$ cat config.mk
export PLATFORM = sky130hd
export DESIGN_NAME = msg_router
export DESIGN_NICKNAME = d
export VERILOG_FILES = /design/src/router_pkg.sv /design/src/msg_if.sv /design/src/msg_fifo.sv /design/src/msg_router.sv
export VERILOG_INCLUDE_DIRS = /design/src
export SDC_FILE = /design/constraint.sdc
export NUM_CORES = 1
export LEC_CHECK = 0
export ABC_AREA = 0
export BUFFER_PORTS_ARGS = -buffer_cell sky130_fd_sc_hd__clkbuf_2
export CELL_PAD_IN_SITES_DETAIL_PLACEMENT = 1
export CELL_PAD_IN_SITES_GLOBAL_PLACEMENT = 2
export CORE_MARGIN = 5
export CORE_UTILIZATION = 47
export CTS_CLUSTER_SIZE = 24
export DETAILED_ROUTE_END_ITERATION = 8
export GPL_TIMING_DRIVEN = 0
export PLACE_DENSITY_LB_ADDON = 0.1
export SYNTH_ARGS = -nofsm -noshare
export SYNTH_HDL_FRONTEND = slang
export SYNTH_SLANG_ARGS = --single-unit
$ cat constraint.sdc
create_clock -name clk -period 8.46 [get_ports clk]
set_clock_uncertainty 0.1 [all_clocks]
set_input_delay 0.846 -clock clk [delete_from_list [all_inputs] [get_ports clk]]
set_output_delay 0.846 -clock clk [all_outputs]
set_load 0.005 [all_outputs]
$ cat src/router_map.svh
// Purpose: constants for the shared function message router
// Assumes: descriptor layout chosen for this block
// Notes: included by router files
// Overview of operation
// RULE1 - Each function has unique 4-bit identifier
// RULE2 - Routing identifier taken from 32-bit descriptor
// RULE3 - Sub-operation sits in 16-bit control field
// RULE4 - Sub-operation passed through, never decoded
// RULE5 - Results return to originating execution core
// RULE6 - Gateway may target core named in message
// RULE7 - Gateway links threads through a key
// RULE8 - Null function accepts, never responds
// RULE9 - Dispatcher arbitrates starts, allocates thread registers
// RULE10 - Thread launcher forwards spawn requests to dispatcher
// RULE11 - Hold until accepted, keep issue order
`ifndef ROUTER_MAP_SVH
`define ROUTER_MAP_SVH
`define FID_LSB        0
`define FID_W          4
`define SUBOP_LSB      16
`define SUBOP_W        16
`define FID_NULL       4'h0
`define FID_GATEWAY    4'h3
`define FID_LAUNCHER   4'h7
`define CORE_LSB       0
`define KEY_LSB        8
`define THREAD_LSB     24
`define FIFO_DEPTH     16
`endif

$ cat src/router_pkg.sv
// Purpose: types for the router
// Assumes: none
// Notes: none
package router_pkg;
    typedef logic [3:0]  fid_t;
    typedef logic [31:0] word_t;
    typedef enum logic [2:0] {
        ST_IDLE = 3'b001,
        ST_SEND = 3'b010,
        ST_RESP = 3'b100
    } state_e;
endpackage : router_pkg

$ cat src/msg_if.sv
// Purpose: stream carrier between router modules
// Assumes: one clock
// Notes: valid/ready
`timescale 1ns/1ns
interface msg_if #(parameter int W = 64);
    logic         valid;
    logic         ready;
    logic [W-1:0] data;
    modport src (output valid, output data, input ready);
    modport snk (input valid, input data, output ready);
endinterface : msg_if

$ cat src/msg_fifo.sv
// Purpose: message buffer in the request path
// Assumes: synchronous inputs
// Notes: read data taken straight from memory, not registered
`timescale 1ns/1ns
module msg_fifo #(
    parameter int W     = 64,
    parameter int DEPTH = 16
) (
    input  wire logic clk,
    input  wire logic rst,
    msg_if.snk        wr,
    msg_if.src        rd
);
    localparam int AW = $clog2(DEPTH);
    logic [W-1:0] mem [DEPTH];
    logic [AW-1:0] wp_reg;
    logic [AW-1:0] rp_reg;
    logic [AW:0]   cnt_reg;
    logic          push;
    logic          pop;
    assign wr.ready = (cnt_reg != (AW+1)'(DEPTH)) || rd.ready;
    assign push = wr.valid && wr.ready;
    assign pop  = rd.valid && rd.ready;
    // Pointers and count advance on push and pop; no output register
    always_ff @(posedge clk or posedge rst) begin
        if (rst) begin
            wp_reg <= '0;
            rp_reg <= '0;
            cnt_reg <= '0;
        end else begin
            if (push) begin
                wp_reg <= wp_reg + 1'b1;
            end
            if (pop) begin
                rp_reg <= rp_reg + 1'b1;
            end
            cnt_reg <= cnt_reg + (AW+1)'(push) - (AW+1)'(pop);
        end
    end
    always_ff @(posedge clk) begin
        if (push) begin
            mem[wp_reg] <= wr.data;
        end
    end
    assign rd.valid = (cnt_reg != '0);
    assign rd.data  = mem[rp_reg];
    // Order kept: strict first in, first out  (see RULE11)
endmodule : msg_fifo

$ cat src/msg_router.sv
// Purpose: routes core messages to shared functions and returns replies
// Assumes: one message is handled at a time past the buffer
// Notes: payload word 0 carries core, key and thread fields
`timescale 1ns/1ns
`include "router_map.svh"
module msg_router #(
    parameter int NFUNC = 16,
    parameter int NCORE = 8
) (
    input  wire logic              clk,
    input  wire logic              rst,
    input  wire logic              req_valid,
    input  wire logic [31:0]       req_desc,
    input  wire logic [31:0]       req_payload,
    input  wire logic [7:0]        req_src_core,
    output logic                   req_ready,
    output logic [NFUNC-1:0]       fn_valid,
    output logic [15:0]            fn_subop,
    output logic [31:0]            fn_payload,
    output logic [7:0]             fn_src_core,
    input  wire logic [NFUNC-1:0]  fn_ready,
    input  wire logic              fn_resp_valid,
    input  wire logic [31:0]       fn_resp_data,
    output logic                   fn_resp_ready,
    output logic                   resp_valid,
    output logic [7:0]             resp_core,
    output logic [31:0]            resp_data,
    input  wire logic              resp_ready,
    output logic                   spawn_valid,
    output logic [31:0]            spawn_data,
    input  wire logic              spawn_ready,
    output logic [7:0]             gw_key,
    output logic [7:0]             gw_thread
);
    msg_if #(.W(72)) in_q ();
    msg_if #(.W(72)) out_q ();
    router_pkg::state_e state_reg;
    logic [31:0] desc_reg;
    logic [31:0] pay_reg;
    logic [7:0]  src_reg;
    logic        cur_ack;
    logic        need_resp;
    router_pkg::fid_t fid;
    assign in_q.valid = req_valid;
    assign in_q.data  = {req_src_core, req_desc, req_payload};
    assign req_ready  = in_q.ready;
    msg_fifo #(.W(72), .DEPTH(`FIFO_DEPTH)) u_fifo (
        .clk (clk),
        .rst (rst),
        .wr  (in_q),
        .rd  (out_q)
    );
    function automatic router_pkg::fid_t get_fid(input logic [31:0] d);
        get_fid = d[`FID_LSB +: `FID_W];
    endfunction : get_fid
    assign fid = get_fid(desc_reg); // see RULE2
    // Only null and launcher produce no reply on this path
    assign need_resp = (fid != `FID_NULL) && (fid != `FID_LAUNCHER); // see RULE8
    assign out_q.ready = (state_reg == router_pkg::ST_IDLE);
    assign cur_ack = (fid == `FID_LAUNCHER) ? (spawn_valid && spawn_ready)
                   : (fn_valid[fid] && fn_ready[fid]);
    always_ff @(posedge clk or posedge rst) begin
        if (rst) begin
            state_reg <= router_pkg::ST_IDLE;
            desc_reg <= '0;
            pay_reg <= '0;
            src_reg <= '0;
        end else begin
            case (state_reg)
                router_pkg::ST_IDLE: begin
                    if (out_q.valid) begin
                        {src_reg, desc_reg, pay_reg} <= out_q.data;
                        state_reg <= router_pkg::ST_SEND;
                    end
                end
                router_pkg::ST_SEND: begin
                    // Held until taken  (see RULE11)
                    if (cur_ack) begin
                        state_reg <= need_resp ? router_pkg::ST_RESP : router_pkg::ST_IDLE;
                    end
                end
                router_pkg::ST_RESP: begin
                    if (fn_resp_valid && fn_resp_ready) begin
                        state_reg <= router_pkg::ST_IDLE;
                    end
                end
                default: state_reg <= router_pkg::ST_IDLE;
            endcase
        end
    end
    // One-hot delivery to matching function  (see RULE1)
    always_ff @(posedge clk or posedge rst) begin
        if (rst) begin
            fn_valid <= '0;
            fn_subop <= '0;
            fn_payload <= '0;
            fn_src_core <= '0;
        end else if (state_reg == router_pkg::ST_IDLE && out_q.valid) begin
            fn_valid <= '0;
            if (get_fid(out_q.data[63:32]) != `FID_LAUNCHER) begin
                fn_valid[get_fid(out_q.data[63:32])] <= 1'b1;
            end
            fn_subop <= out_q.data[32+`SUBOP_LSB +: `SUBOP_W]; // see RULE3 see RULE4
            fn_payload <= out_q.data[31:0];
            fn_src_core <= out_q.data[71:64];
        end else if (state_reg == router_pkg::ST_SEND && cur_ack) begin
            fn_valid <= '0;
        end
    end
    // Launcher requests go to dispatcher, which assigns core thread  (see RULE10 see RULE9)
    always_ff @(posedge clk or posedge rst) begin
        if (rst) begin
            spawn_valid <= 1'b0;
            spawn_data <= '0;
        end else if (state_reg == router_pkg::ST_IDLE && out_q.valid
                     && get_fid(out_q.data[63:32]) == `FID_LAUNCHER) begin
            spawn_valid <= 1'b1;
            spawn_data <= out_q.data[31:0];
        end else if (spawn_ready) begin
            spawn_valid <= 1'b0;
        end
    end
    // Gateway key and receiver thread exposed to the gateway  (see RULE7)
    always_ff @(posedge clk or posedge rst) begin
        if (rst) begin
            gw_key <= '0;
            gw_thread <= '0;
        end else if (state_reg == router_pkg::ST_SEND && fid == `FID_GATEWAY) begin
            gw_key <= pay_reg[`KEY_LSB +: 8];
            gw_thread <= pay_reg[`THREAD_LSB +: 8];
        end
    end
    // Reply register; single slot so no reply is dropped
    assign fn_resp_ready = (state_reg == router_pkg::ST_RESP) && (!resp_valid || resp_ready);
    always_ff @(posedge clk or posedge rst) begin
        if (rst) begin
            resp_valid <= 1'b0;
            resp_core <= '0;
            resp_data <= '0;
        end else if (fn_resp_valid && fn_resp_ready) begin
            resp_valid <= 1'b1;
            resp_data <= fn_resp_data;
            resp_core <= (fid == `FID_GATEWAY) ? pay_reg[`CORE_LSB +: 8] : src_reg; // see RULE6 see RULE5
        end else if (resp_ready) begin
            resp_valid <= 1'b0;
        end
    end
    hold_a: assert property (@(posedge clk) disable iff (rst)
        (state_reg == router_pkg::ST_SEND && !cur_ack) |=> state_reg == router_pkg::ST_SEND)
        else $error("message dropped before acceptance"); // see RULE11
    onehot_a: assert property (@(posedge clk) disable iff (rst) $onehot0(fn_valid))
        else $error("message sent to several functions"); // see RULE1
    match_a: assert property (@(posedge clk) disable iff (rst)
        (state_reg == router_pkg::ST_SEND && fn_valid != '0) |-> fn_valid[fid])
        else $error("wrong function selected"); // see RULE2
    subop_a: assert property (@(posedge clk) disable iff (rst)
        (state_reg == router_pkg::ST_SEND) |-> fn_subop == desc_reg[`SUBOP_LSB +: `SUBOP_W])
        else $error("sub-operation altered"); // see RULE4
    null_resp_a: assert property (@(posedge clk) disable iff (rst)
        (state_reg == router_pkg::ST_SEND && fid == `FID_NULL && cur_ack)
        |=> state_reg == router_pkg::ST_IDLE)
        else $error("null function waited for reply"); // see RULE8
    ret_core_a: assert property (@(posedge clk) disable iff (rst)
        (fn_resp_valid && fn_resp_ready && fid != `FID_GATEWAY) |=> resp_core == $past(src_reg))
        else $error("reply not returned to sender"); // see RULE5
    gw_core_a: assert property (@(posedge clk) disable iff (rst)
        (fn_resp_valid && fn_resp_ready && fid == `FID_GATEWAY)
        |=> resp_core == $past(pay_reg[7:0]))
        else $error("gateway reply misrouted"); // see RULE6
    spawn_a: assert property (@(posedge clk) disable iff (rst)
        (state_reg == router_pkg::ST_SEND && fid == `FID_LAUNCHER) |-> spawn_valid && fn_valid == '0)
        else $error("launcher request not forwarded"); // see RULE10
endmodule : msg_router

==> impl_metrics.toml <==
[pwr]
seq_power_share_pct = 40.3
switchingPower_mw = 5.89
leakage_nw = 18.4
p_int_mw = 12.5
cellPowerDensity_nw_per_um2 = 357
pwr-share-comb_pct = 31.5
switching_share_pct = 32.0
ir_drop_mv = 0.169
p_total_mw = 18.4
clock_power_share_pct = 28.2

[critical_path]
crit_fanout = 10
path_class = "register to register"
cp-end-kind = "register"
endpoint = "u_fifo.cnt_reg[4]"
crit_arrival_ns = 6.10
crit_path_start_kind = "register"
rrSetupSlack_ns = 2.83
worstRegToRegCells = 16
crit_required_ns = 8.93
r2r_start = "state_reg[0]"
crit_start = "state_reg[0]"
r2r_end = "u_fifo.cnt_reg[4]"

[routing]
drt-vias-per-instance = 5.76
drc = 0
routedWlPerCell_um = 30.0
via_count = 22800
wl_um = 119000
dr_wl_met2_um = 57500
detail-route-antenna-nets = 0
dr_wl_met3_um = 8180
wl_met1_um = 50200
highest_layer = "met5"
drt_iter0_drc = 2154
drtPass1Iterations = 5

[hold_path]
min_path_type = "primary input to async pin"

[die]
dieArea_sq_um = 99200
die_w_um = 315
initial_utilization_pct = 47.6
die_y_um = 315
std_cell_rows = 111
fp.coreArea_sq_um = 91900
ios = 290

[timing]
report.final.hold_viol_count = 0
fin_crit_sh_pct = 66.5
rsz0062_at_grt = "no"
slew_headroom_pct = 2.61
fmax_mhz = 178
slew_viol_final = 0
period_minus_slack_ns = 5.63
worst_slew_pin_slew_ns = 1.46
setup_viol = 0

[logic_synthesis]
synth_area_sq_um = 43700
synth-edff-count = 960
synth_seq_cells = 1141
yosysSeqAreaShare_pct = 76.3
syn-num-nets = 2287
avgSynthCellArea_sq_um = 20.3
yosys_most_used_dff = "edfxtp_1"
syn_inst = 2149
async_flop_share_pct = 15.9
ys_types = 52
ys_warn_count = 0

[final_layout]
layout-drive-gt1-share_pct = 32.9
num-fill-cells = 8136
seqCellArea_sq_um = 33400
fin_util_pct = 56.1
area_growth_pct = 17.9
stdcell_count = 3961
largest_reg_flops = 960
final_nets = 2750
final_design_area_no_fill_sq_um = 51600
largest_register = "u_fifo.mem"
multi_input_area_sq_um = 9850

[placed_design]
dp_hpwl_um = 76400
dpl_cell_area_sq_um = 47700
dp.cells = 3738
port-buffer-count = 275
gp_congestion = 0.775

[grt]
grt_first_pass_wirelength_um = 172000
overflow = 0
grt_usage_pct = 24.0
antenna_found_initial = 10
grt_pass1_vias = 24600
grt_max_degree = 84

[clock_tree]
clock-sinks = 1141
ctsResizeCount = 0
clkTransAtPathRegs_ns = 0.06
cts_htree_levels = 3
cts_buffer_depth = 3
cts_tree = "yes"
cts_buffers = 115
cts-root-buf = "clkbuf_16"
clk-insertion-delay-late_ns = 0.69
cts_setup_buffers = 0
hold_buffers = 0

[run_status]
outcome = "completed"

[run]
max_cap_violations = 0
[synth_stat cells (4+ instances only)]
cell type / number / share of area (%)
ha_1: 11 / 0.31
a211oi_1: 24 / 0.41
nor2b_1: 5 / 0.072
inv_1: 20 / 0.17
clkbuf_1: 71 / 0.61
mux2_2: 40 / 1.0
mux2_1: 7 / 0.18
buf_6: 7 / 0.18
nor2_1: 38 / 0.33
nor3_1: 27 / 0.31
mux4_2: 246 / 13
buf_2: 19 / 0.22
nand2_1: 224 / 1.9
nand4_1: 4 / 0.057
a21o_1: 4 / 0.069
a22o_1: 17 / 0.34
mux2i_1: 80 / 1.8
xnor2_1: 9 / 0.18
o21ai_0: 19 / 0.22
o22ai_1: 27 / 0.39
nand2b_1: 4 / 0.057
nor4_1: 4 / 0.057
and2_1: 14 / 0.20
dfrtp_1: 180 / 10
nor3b_1: 4 / 0.069
edfxtp_1: 960 / 66
a21oi_1: 9 / 0.10
buf_1: 9 / 0.077
mux2_4: 29 / 1.0
buf_4: 5 / 0.086
[power by group through the flow]
| stage | logic (mW) | registers [mW] | clock network, mW |
|---|---|---|---|
| 3_3_place_gp | 5.62 | 7.60 | 0 |
| 2_1_floorplan | 3.50 | 7.45 | 0 |
| 5_1_grt | 6.24 | 7.49 | 5.54 |
| 3_5_place_dp | 5.89 | 7.53 | 0 |
| 4_1_cts | 5.91 | 7.42 | 5.28 |
| 6_report | 5.80 | 7.41 | 5.18 |
[per-stage QoR]
stage / hold slack (ns) / setup slack [ns] / setup TNS (ns)
floorplan: 0.370 / 0.904 / 0
finish: 0.0542 / 2.83 / 0
CTS: 0.0246 / 2.84 / 0
detailed placement: 0.368 / 2.87 / 0
global route: 0.0544 / 2.58 / 0
global placement: 0.357 / -7.93 / -1906.48
[layout make-up]
class / instances / area share (%)
Inverter: 22 / 0.175
Antenna cell: 4 / 0.0194
Buffer: 111 / 0.995
Timing Repair Buffer: 346 / 4.45
Sequential cell: 1141 / 64.7
Clock inverter: 70 / 1.36
Tap cell: 1243 / 3.02
Clock buffer: 149 / 6.18
Multi-Input combinational cell: 875 / 19.1
[routing by layer]
metal | up-vias | track usage, %
met2 | 788 | 38.8
met5 | - | 0
met1 | 12300 | 34.0
li1 | 9557 | -
met4 | 6 | 5.80
met3 | 181 | 4.94
[kinds of logic after synthesis]
group	count (synthesis)	synth area share (%)
muxes	402	16.7
xor gates and xnor gates	10	0.200
buffers and inverters	133	1.36
adders and majority gates	12	0.360
other	1	0.00857
AOI/OAI and AO/OA	115	1.83
DFF	1141	76.3
and+or+nand+nor	335	3.26
[critical path, cell delays in order (launching register included)]
cell,delay (ns)
dfstp_2,0.55
nor3b_1,0.37
nand2b_1,0.45
inv_1,0.24
clkbuf_1,0.55
clkbuf_1,1.12
buf_1,0.61
ha_1,0.35
inv_1,0.06
ha_1,0.16
inv_1,0.06
fa_1,0.45
inv_1,0.10
a21oi_1,0.08
nor2_1,0.09
nor2_1,0.05
xnor2_1,0.11
[placed cells by master (no fill, tap or decap), types with 34 or more instances in the layout]
cell,instances
clkbuf_2,276
nor2_1,34
edfxtp_1,960
dfrtp_1,180
clkbuf_1,88
mux2_2,40
mux4_2,246
clkbuf_16,117
nand2_1,224
mux2i_1,80
buf_4,47
[worst min path at each step]
stage / from / endpoint / slack, ns
2_1_floorplan: resp_data[0] / resp_data[0] / 0.37
3_3_place_gp: resp_data[12] / resp_data[12] / 0.36
3_5_place_dp: resp_data[7] / resp_data[7] / 0.37
4_1_cts: rst / pay_reg[21] / 0.02
5_1_grt: rst / pay_reg[21] / 0.05
6_report: rst / pay_reg[21] / 0.05
No activity file was read; power rests on OpenSTA's default activity.
